===== config.mk =====
export PLATFORM = sky130hd
export DESIGN_NAME = regbank
export DESIGN_NICKNAME = d
export VERILOG_FILES = /design/src/regbank_pkg.sv /design/src/regbank.sv
export SDC_FILE = /design/constraint.sdc
export NUM_CORES = 1
export LEC_CHECK = 0
export ABC_AREA = 1
export BUFFER_PORTS_ARGS = -buffer_cell sky130_fd_sc_hd__buf_2
export CAP_MARGIN = 20
export CORE_ASPECT_RATIO = 1.1
export CORE_UTILIZATION = 25
export CTS_CLUSTER_SIZE = 8
export DETAILED_ROUTE_END_ITERATION = 10
export SYNTH_ARGS = -nofsm -noshare
export SYNTH_HDL_FRONTEND = slang
export SYNTH_SLANG_ARGS = --single-unit

===== constraint.sdc =====
create_clock -name clk -period 2.7 [get_ports clk]
set_clock_uncertainty 0.2 [all_clocks]
set_input_delay 0.81 -clock clk [delete_from_list [all_inputs] [get_ports clk]]
set_output_delay 0.81 -clock clk [all_outputs]
set_load 0.03 [all_outputs]

===== src/regbank_pkg.sv =====
// How it works
// - read/write bits store writes, read back
// - read-only bits ignore writes
// - write-only bits accept writes, read back zero
// - reserved bits always read zero
// - read-only fields never show reserved encodings
// - resets restore values, software reset spares debug
// - clear register ones clear shared bits
// - set register ones set shared bits
// - both pair registers read identical value
// - simultaneous clear beats set
package regbank_pkg;

	// ----------------------------------------
	// register map
	// ----------------------------------------
	localparam int                  addr_width      = 3;
	localparam int                  data_width      = 8;
	localparam logic [2:0]          ctrl_addr       = 3'h0;
	localparam logic [2:0]          status_addr     = 3'h1;
	localparam logic [2:0]          cmd_addr        = 3'h2;
	localparam logic [2:0]          flags_set_addr  = 3'h3;
	localparam logic [2:0]          bit_clear_register_addr = 3'h4;
	localparam logic [2:0]          debug_ctrl_addr = 3'h5;

	// ----------------------------------------
	// field layouts and reset values
	// ----------------------------------------
	// ctrl: [3:0] read/write, [5:4] mode field, [7:6] reserved
	localparam logic [7:0]          ctrl_mask       = 8'h3f;
	localparam logic [7:0]          ctrl_reset      = 8'h00;
	localparam logic [7:0]          flags_reset     = 8'h00;
	localparam logic [7:0]          debug_mask      = 8'h01;
	localparam logic [7:0]          debug_reset     = 8'h00;
	// status: [1:0] state field, [7:2] reserved
	localparam logic [7:0]          status_mask     = 8'h03;
	localparam logic [1:0]          mode_reserved   = 2'h3;
	localparam int                  mode_lsb        = 4;
	localparam int                  mode_width      = 2;
	localparam int                  cmd_bit         = 0;
	localparam logic [7:0]          zero_byte       = 8'h00;

	typedef enum logic [1:0] {
		st_idle,
		st_busy,
		st_done
	} state_type;

	typedef struct packed {
		logic                   wr;
		logic                   rd;
		logic [2:0]             addr;
		logic [7:0]             wdata;
	} bus_req_type;

endpackage : regbank_pkg


===== src/regbank.sv =====
`timescale 1ns/10ps
module regbank (
	// clock and resets
	input  wire logic                   clk,
	input  wire logic                   nrst,
	input  wire logic                   soft_rst,
	// register access
	input  wire regbank_pkg::bus_req_type req,
	output logic [7:0]                  rdata,
	// block outputs
	output logic [7:0]                  ctrl_out,
	output logic [7:0]                  flags_out,
	output logic [7:0]                  debug_out,
	output logic                        cmd_pulse
);

	// ----------------------------------------
	// state
	// ----------------------------------------
	logic [7:0]                 ctrl_reg, ctrl_next;
	logic [7:0]                 flags_reg, flags_next;
	logic [7:0]                 debug_reg, debug_next;
	logic [7:0]                 rdata_reg, rdata_next;
	logic                       cmd_reg, cmd_next;
	regbank_pkg::state_type     state_reg, state_next;
	logic [7:0]                 set_bits, clear_bits;

	// ----------------------------------------
	// next-state logic
	// ----------------------------------------
	always_comb begin
		ctrl_next  = ctrl_reg;
		flags_next = flags_reg;
		debug_next = debug_reg;
		cmd_next   = 1'b0;
		state_next = state_reg;
		set_bits   = regbank_pkg::zero_byte;
		clear_bits = regbank_pkg::zero_byte;
		if (req.wr) begin
			case (req.addr)
				regbank_pkg::ctrl_addr: begin
					ctrl_next = req.wdata & regbank_pkg::ctrl_mask;
					// a reserved mode code is refused; keep old field
					if (req.wdata[regbank_pkg::mode_lsb +: regbank_pkg::mode_width]
							== regbank_pkg::mode_reserved) begin
						ctrl_next[regbank_pkg::mode_lsb +: regbank_pkg::mode_width] =
							ctrl_reg[regbank_pkg::mode_lsb +: regbank_pkg::mode_width];
					end
				end
				// write-only command strobe, not stored
				regbank_pkg::cmd_addr: cmd_next = req.wdata[regbank_pkg::cmd_bit];
				regbank_pkg::flags_set_addr: set_bits = req.wdata;
				regbank_pkg::bit_clear_register_addr: clear_bits = req.wdata;
				default: ;
			endcase
			if (req.addr == regbank_pkg::debug_ctrl_addr) begin
				debug_next = req.wdata & regbank_pkg::debug_mask;
			end
			// status writes fall in default: ignored
		end
		// zeros change nothing; clear applied last so it wins
		flags_next = (flags_reg | set_bits)
			& ~clear_bits;
		case (state_reg)
			regbank_pkg::st_idle: if (cmd_next) state_next = regbank_pkg::st_busy;
			regbank_pkg::st_busy: state_next = regbank_pkg::st_done;
			regbank_pkg::st_done: state_next = regbank_pkg::st_idle;
			default: state_next = regbank_pkg::st_idle;
		endcase
		// software reset spares the debug control register
		if (soft_rst) begin
			ctrl_next  = regbank_pkg::ctrl_reset;
			flags_next = regbank_pkg::flags_reset;
			cmd_next   = 1'b0;
			state_next = regbank_pkg::st_idle;
		end
	end

	// ----------------------------------------
	// read path
	// ----------------------------------------
	always_comb begin
		rdata_next = regbank_pkg::zero_byte;
		if (req.rd) begin
			case (req.addr)
				regbank_pkg::ctrl_addr: rdata_next = ctrl_reg;
				regbank_pkg::status_addr:
					rdata_next = 8'(state_reg) & regbank_pkg::status_mask;
				// pair registers both show the one shared state
				regbank_pkg::flags_set_addr: rdata_next = flags_reg;
				regbank_pkg::bit_clear_register_addr: rdata_next = flags_reg;
				regbank_pkg::debug_ctrl_addr: rdata_next = debug_reg;
				default: rdata_next = regbank_pkg::zero_byte;
			endcase
		end
	end

	// ----------------------------------------
	// registers
	// ----------------------------------------
	always_ff @(posedge clk or negedge nrst) begin
		if (!nrst) begin
			ctrl_reg  <= regbank_pkg::ctrl_reset;
			flags_reg <= regbank_pkg::flags_reset;
			debug_reg <= regbank_pkg::debug_reset;
			rdata_reg <= regbank_pkg::zero_byte;
			cmd_reg   <= 1'b0;
			state_reg <= regbank_pkg::st_idle;
		end else begin
			ctrl_reg  <= ctrl_next;
			flags_reg <= flags_next;
			debug_reg <= debug_next;
			rdata_reg <= rdata_next;
			cmd_reg   <= cmd_next;
			state_reg <= state_next;
		end
	end

	assign rdata     = rdata_reg;
	assign ctrl_out  = ctrl_reg;
	assign flags_out = flags_reg;
	assign debug_out = debug_reg;
	assign cmd_pulse = cmd_reg;

endmodule : regbank


Yosys cells after proc, flatten, opt, wreduce, memory -nomap -nowiden
Cells that the tools add are included.
{"block": "word_totals", "register_bits": 28, "input_bits": 16, "output_inout_bits": 33, "word_cells": 44}
{"block": "op_classes", "n_eq_ne": 9, "muxes": 17, "bitwise": 3, "reduce_logical": 8}
{"op": "8-bit two-way mux", "n": 9}
{"op": "8-bit case mux with 4 select lines", "n": 1}
{"op": "8-bit bitwise AND", "n": 1}
{"op": "8-bit NOT", "n": 1}
{"op": "8-bit OR", "n": 1}
{"op": "3-bit by 2-bit equality test with 1-bit output (second input constant)", "n": 2}
{"op": "3-bit equality test (second input constant)", "n": 2}
{"op": "2-bit two-way mux", "n": 3}
{"op": "2-bit case mux with 2 select lines", "n": 1}
{"op": "2-bit AND reduction", "n": 2}
{"op": "2-bit nonzero test", "n": 2}
{"op": "3-bit by 1-bit equality test with 1-bit output (second input constant)", "n": 1}
{"op": "3-bit logical NOT", "n": 1}
{"op": "1-bit two-way mux", "n": 3}
{"op": "3-bit inequality test (second input constant)", "n": 1}
{"op": "3-bit AND reduction", "n": 1}
{"op": "2-bit by 1-bit equality test with 1-bit output (second input constant)", "n": 1}
{"op": "2-bit equality test (second input constant)", "n": 1}
{"op": "2-bit logical NOT", "n": 1}
{"op": "2-bit inequality test (second input constant)", "n": 1}
{"op": "2-bit OR reduction", "n": 1}

Depth between registers and ports, before layout
Gate-level depths: netlist (run 1).
{"block": "logic_depth", "word_depth": 6, "ltp_mapped": 7, "depth_no_buf": 6}

Least setup slack after synthesis (run 1)
Ideal clock, no wire load.
{"block": "synth_timing", "path_kind": "input-to-reg", "startpoint": "input req[8] (netlist name)", "endpoint": "register ctrl_reg[4] (netlist: ctrl_out[4])", "setup_ns": 0.126, "arrival_time_ns": 1.514, "required_ns": 2.374, "setup_slack_ns": 0.860, "cell_stages": 7, "path_buffers": 1, "path_cell_list": "buf_2 nor2_2 nand3_1 nand2_1 nand2_1 nand2_1 o21ai_0"}
{"block": "synth_via", "elab_chain_len": 3}
{"item": "from (decl)", "line_no": "regbank.sv:8", "rtl": "input wire regbank_pkg::bus_req_type req,"}
{"item": "3-bit logical NOT", "line_no": "regbank.sv:40", "rtl": "case (req.addr)"}
{"item": "2-bit nonzero test (no line)"}
{"item": "3-bit AND reduction (no line)"}
{"item": "to (signal assigned)", "line_no": "regbank.sv:103", "rtl": "ctrl_reg <= regbank_pkg::ctrl_reset;"}
{"item": "to (signal assigned)", "line_no": "regbank.sv:110", "rtl": "ctrl_reg <= ctrl_next;"}
{"item": "to (decl)", "line_no": "regbank.sv:20", "rtl": "logic [7:0] ctrl_reg, ctrl_next;"}
Every way passes these cells.
A chain may end at the register's enable or synchronous reset.

Final worst setup path (run 1)
{"block": "layout_timing", "startpoint": "register ctrl_reg[2] (netlist: ctrl_out[2])", "endpoint": "output ctrl_out[2]"}
{"item": "to (decl)", "line_no": "regbank.sv:11", "rtl": "output logic [7:0] ctrl_out,"}
No word-level cell between the ends.

==> impl_metrics.py, run 1 <==
metrics = {
    "final_layout": {
        "post-route-util_pct": 32.32,
        "antenna_cells": 0,
        "post_layout_nonfiller_instances": 242,
        "syn2layout_area_growth_pct": 22.72,
        "drive_above_1_share_pct": 25.81,
        "fill_cells": 531,
        "nNetsFinal": 203,
    },
    "flow_run": {
        "maxCapViolations": 0,
    },
    "sta": {
        "hold_violations": 0,
        "slew_headroom_pct": 62.11,
        "rsz0062_at_grt": "false",
        "final.setup.tns_ns": 0,
        "max_freq_ghz": 0.5204,
        "setup_viol": 0,
        "worstMarginPinSlew_ns": 0.5684,
        "holdWs_ns": 0.2674,
        "min_period_ns": 1.922,
        "finalMaxSlewViolations": 0,
        "min_period_over_period_pct": 71.17,
    },
    "routing": {
        "drc": 0,
        "firstDrtPassIters": 4,
        "wirelength_microns": 3039,
        "wire_per_inst_microns": 12.56,
        "drt_iter0_drc": 48,
        "vias": 1109,
        "viasPerCell": 4.583,
        "postRouteAntennaNets": 0,
    },
    "setup_path": {
        "crit_path_top_delay_cell": "dfrtp_1",
        "crit_path_max_fanout": 3,
        "path_cells": "buf_2",
        "critical_path_buf_inv_count": 1,
        "critical_path_class": "register to output port",
        "slowest_delay_ns": 0.42,
        "path_delay_family": "flip-flops",
        "cp.required_ns": 1.69,
        "arrival_ns": 0.91,
        "endpoint_kind": "output port",
        "ff2ff_setup_slack_ns": 1.65,
        "cp-start-kind": "register",
    },
    "placed_design": {
        "place.gp.congestion": 0.7922,
        "port_buffers": 39,
        "place.detailed.hpwl_microns": 2320,
        "place_inst": 238,
    },
    "die": {
        "die_w_microns": 68.98,
        "dieArea_sq_um": 5220,
        "num_rows": 26,
        "start_util_pct": 26.34,
        "pin_count": 49,
        "core-area_sq_um": 4684,
        "die_height_microns": 75.68,
    },
    "grt": {
        "grt-ovfl-total": 0,
        "grt_max_degree": 27,
        "grt_pass1_wl_microns": 4712,
        "track_usage_pct": 12.65,
        "grt_pass1_vias": 1042,
        "antenna_found_initial": 0,
    },
    "power": {
        "power_leakage_nw": 0.7975,
        "powerDensity_nw_per_um2": 562.5,
        "vdd_ir_drop_max_mv": 0.2063,
    },
    "clock_tree": {
        "cts_made_buffers": 3,
        "cts_resized": 0,
        "clock_sinks": 26,
        "cts_tree": "built",
        "clock_latency_ns": 0.27,
        "post-cts-setup-buffers": 0,
        "path_clk_slew_ns": 0.09,
        "clk_path_buf_depth": 2,
        "ctsHoldBuffers": 0,
        "htree_num_levels": 1,
        "clockRootBuffer": "clkbuf_8",
    },
    "yosys": {
        "synth_top_area_share_pct": 52.74,
        "synth_cells": 148,
        "synth_seq_cells": 26,
        "yosys.area.top_type": "dfrtp_1",
        "avgSynthCellArea_sq_um": 8.336,
        "synth_top_cells_by_area": "dfrtp_1 (53%), nand2_1 (9.4%), o21ai_0 (6.1%)",
        "synth_cell_type_count": 19,
        "syn_area_sq_um": 1234,
        "seq_area_frac_synth_pct": 52.74,
        "ys_warn_count": 0,
    },
    "status": {
        "status": "finished, final reports clean",
    },
    "hold_path": {
        "holdCritPathClass": "register to register",
    },
}
## power breakdown
part	switching (mW)	total, mW	internal [mW]	leakage, nW
Combinational	0.0935	0.122	0.0287	0.404
Sequential	0.00860	0.409	0.400	0.358
Clock	0.122	0.321	0.198	0.0357
## cells in the mapped netlist
library cell and count:
inv_1 10, nand4_1 4, nand3_1 12, buf_4 9, conb_1 1, nand2_1 31
inv_2 1, nor3b_1 1, nor2_2 2, buf_2 3, o21ai_2 1, clkbuf_1 1
a31oi_1 5, nor2_1 17, a21oi_1 7, nor3_2 1, o21ai_0 15, nor4_1 1
dfrtp_1 26
## cell usage in the layout, fill, tap and decap left out
cell	n
conb_1	9
buf_2	39
dfrtp_1	26
inv_1	10
clkbuf_8	3
o21ai_2	1
nor2_2	2
nor3_2	1
nor2_1	17
nand2_1	31
nor3b_1	1
o21ai_0	15
inv_2	1
bufinv_16	1
nand3_1	12
a31oi_1	5
nor4_1	1
nand4_1	4
a21oi_1	7
## path summary, 6_finish.rpt
| kind | start | to | cells past startpoint |
|---|---|---|---|
| max | ctrl_out[2] | ctrl_out[2] | 1 |
| min | state_reg[1] | state_reg[1] | 1 |
| max reg2reg | debug_out[0] | rdata[0] | 4 |
| min reg2reg | state_reg[1] | state_reg[1] | 1 |
| max in group asynchronous | nrst | flags_out[4] | 1 |
| min in group asynchronous | nrst | cmd_pulse | 1 |
## kinds of logic after synthesis
logic type / Yosys count / share of synthesized area [%]
simple gates: 69 / 24.44
compound gates: 28 / 12.17
flops: 26 / 52.74
buf+inv: 24 / 10.34
other cells: 1 / 0.3040
## through the flow
step | area [sq um] | worst slack, ns | total power, mW
after floorplan | 1264 | 0.8600 | 0.5031
after global placement | 1443 | 0.6868 | 0.5384
after detailed placement | 1443 | 0.6833 | 0.5394
after CTS | 1514 | 0.7659 | 0.8635
after global routing | 1514 | 0.7282 | 0.8881
final | 1514 | 0.7784 | 0.8516
## layer usage
layer	part of all wire, %	vias to the layer above	global-route usage, %
met3	5.0	4	2.246
met1	45	520	15.78
met4	1.6	0	6.122
met5	0	-	0
li1	-	547	-
met2	48	38	20.93
## layout make-up
cell class | instances | area, sq um | area share [%]
sequential | 26 | 650.6 | 42.98
multi-input combinational | 106 | 485.5 | 32.07
timing repair buffer | 39 | 195.2 | 12.89
tap | 56 | 70.07 | 4.628
clock buffer | 3 | 41.29 | 2.727
inverter | 11 | 41.29 | 2.727
clock inverter | 1 | 30.03 | 1.983
No activity file was read; power rests on OpenSTA's default activity.
==> run 2: changes to the inputs <==
- clock period: 2.7 -> 1.9 ns (I/O delays scaled with it)
==> impl_metrics.py, run 2 (synthesized netlist as in run 1, its figures left out) <==
metrics = {
    "grt": {
        "grt_max_degree": 27,
        "grt_pass1_wl_microns": 4871,
        "met2_usage_pct": 20.93,
        "track_usage_pct": 13.15,
        "antenna_found_initial": 0,
        "top_usage_layer": "met2",
        "use_met3_pct": 3.144,
        "grt-ovfl-total": 0,
        "grt_util_met1_pct": 16.45,
        "grt_pass1_vias": 1027,
    },
    "setup_path": {
        "r2r-end": "rdata[0]",
        "slowest_delay_ns": 0.41,
        "cp-start-kind": "register",
        "path_delay_family": "flip-flops",
        "r2r-start": "debug_out[0]",
        "path_cells": "buf_2",
        "crit_path_top_delay_cell": "dfrtp_1",
        "cp.required_ns": 1.13,
        "rr_worst_depth": 4,
        "critical_path_buf_inv_count": 1,
        "endpoint_kind": "output port",
        "crit_path_max_fanout": 3,
        "ff2ff_setup_slack_ns": 0.85,
        "critical_path_class": "register to output port",
        "arrival_ns": 0.90,
    },
    "sta": {
        "finalMaxSlewViolations": 0,
        "hold_violations": 0,
        "final.setup.tns_ns": 0,
        "worstMarginPinSlew_ns": 0.5802,
        "rsz0062_at_grt": "false",
        "max_freq_ghz": 0.5977,
        "min_period_over_period_pct": 88.05,
        "slew_headroom_pct": 61.32,
        "min_period_ns": 1.673,
        "setup_viol": 0,
    },
    "clock_tree": {
        "post-cts-setup-buffers": 0,
        "htree_num_levels": 1,
        "clockRootBuffer": "clkbuf_8",
        "cts_resized": 0,
        "clock_sinks": 26,
        "path_clk_slew_ns": 0.09,
        "cts_tree": "built",
        "clock_latency_ns": 0.28,
        "ctsHoldBuffers": 0,
        "cts_made_buffers": 3,
        "clk_path_buf_depth": 2,
    },
    "power": {
        "powerDensity_nw_per_um2": 738.9,
        "clockPowerShare_pct": 32.6,
        "cellInternalPower_uw": 800.1,
        "swShare_pct": 29.12,
        "power_leakage_nw": 0.8103,
        "vdd_ir_drop_max_mv": 0.2487,
        "pwr-share-seq_pct": 51.4,
        "power_frac_comb_pct": 16.0,
        "switching_power_uw": 328.7,
    },
    "flow_run": {
        "maxCapViolations": 0,
    },
    "final_layout": {
        "post-route-util_pct": 32.61,
        "final_area_sq_um": 1528,
        "post_layout_nonfiller_instances": 246,
        "layout_common_cells": "buf_2 (39), nand2_1 (31), dfrtp_1 (26)",
        "nNetsFinal": 207,
        "drive_above_1_share_pct": 27.37,
        "syn2layout_area_growth_pct": 23.83,
        "antenna_cells": 0,
        "final_common_cell": "buf_2",
    },
    "routing": {
        "wire_per_inst_microns": 12.70,
        "vias": 1121,
        "wirelength_microns": 3124,
        "drc": 0,
        "firstDrtPassIters": 4,
        "viasPerCell": 4.557,
        "drt_iter0_drc": 37,
        "postRouteAntennaNets": 0,
    },
    "die": {
        "num_rows": 26,
        "start_util_pct": 26.34,
        "die_w_microns": 68.98,
        "dieArea_sq_um": 5220,
        "pin_count": 49,
        "die_height_microns": 75.68,
        "core-area_sq_um": 4684,
    },
    "placed_design": {
        "port_buffers": 39,
        "place_inst": 242,
        "placed_area_sq_um": 1473,
        "place.gp.congestion": 0.8234,
        "place.detailed.hpwl_microns": 2385,
    },
    "status": {
        "status": "finished, final reports clean",
    },
    "hold_path": {
        "holdCritPathClass": "primary input to async pin",
    },
}
## run 2: cell type report
class	instances	area (sq um)
clock buffer	4	55.05
multi-input combinational	106	485.5
inverter	11	41.29
sequential	26	650.6
tap	56	70.07
timing repair buffer	43	225.2
fill	530	3157
## run 2: power by group through the flow
stage / clock [mW] / sequential [mW] / combinational (mW)
2_1_floorplan: 0 / 0.620 / 0.0947
3_3_place_gp: 0 / 0.592 / 0.180
3_5_place_dp: 0 / 0.592 / 0.181
4_1_cts: 0.375 / 0.581 / 0.181
5_1_grt: 0.394 / 0.583 / 0.199
6_report: 0.368 / 0.580 / 0.180
## run 2: through the flow
step / worst slack [ns] / power [mW] / hold WS, ns
after floorplan: 0.3000 / 0.7150 / 0.07441
after global placement: 0.1285 / 0.7719 / 0.2534
after detailed placement: 0.1128 / 0.7727 / 0.2481
after CTS: 0.2128 / 1.137 / 0.09265
after global routing: 0.1734 / 1.175 / 0.1255
final: 0.2270 / 1.129 / 0.07653
## run 2: metal layers
layer	part of all wire, %	routed length (microns)
met1	43	1357
met5	0	0
met4	2.0	64
met3	7.3	228
met2	47	1473
## run 2: worst register-to-register path: stages (launching register included)
cell	delay [ns]
dfrtp_1	0.40
nand4_1	0.11
nand3_1	0.09
nor2_1	0.10
nor2_1	0.04
## run 2: worst max path at each step
stage | from | end | slack [ns] | cells past startpoint
floorplan | req[8] | ctrl_out[4] | 0.30 | 7
global placement | req[8] | flags_out[6] | 0.13 | 5
detailed placement | req[8] | rdata[2] | 0.11 | 6
CTS | ctrl_out[2] | ctrl_out[2] | 0.21 | 1
global route | flags_out[3] | flags_out[3] | 0.17 | 1
finish | ctrl_out[2] | ctrl_out[2] | 0.23 | 1
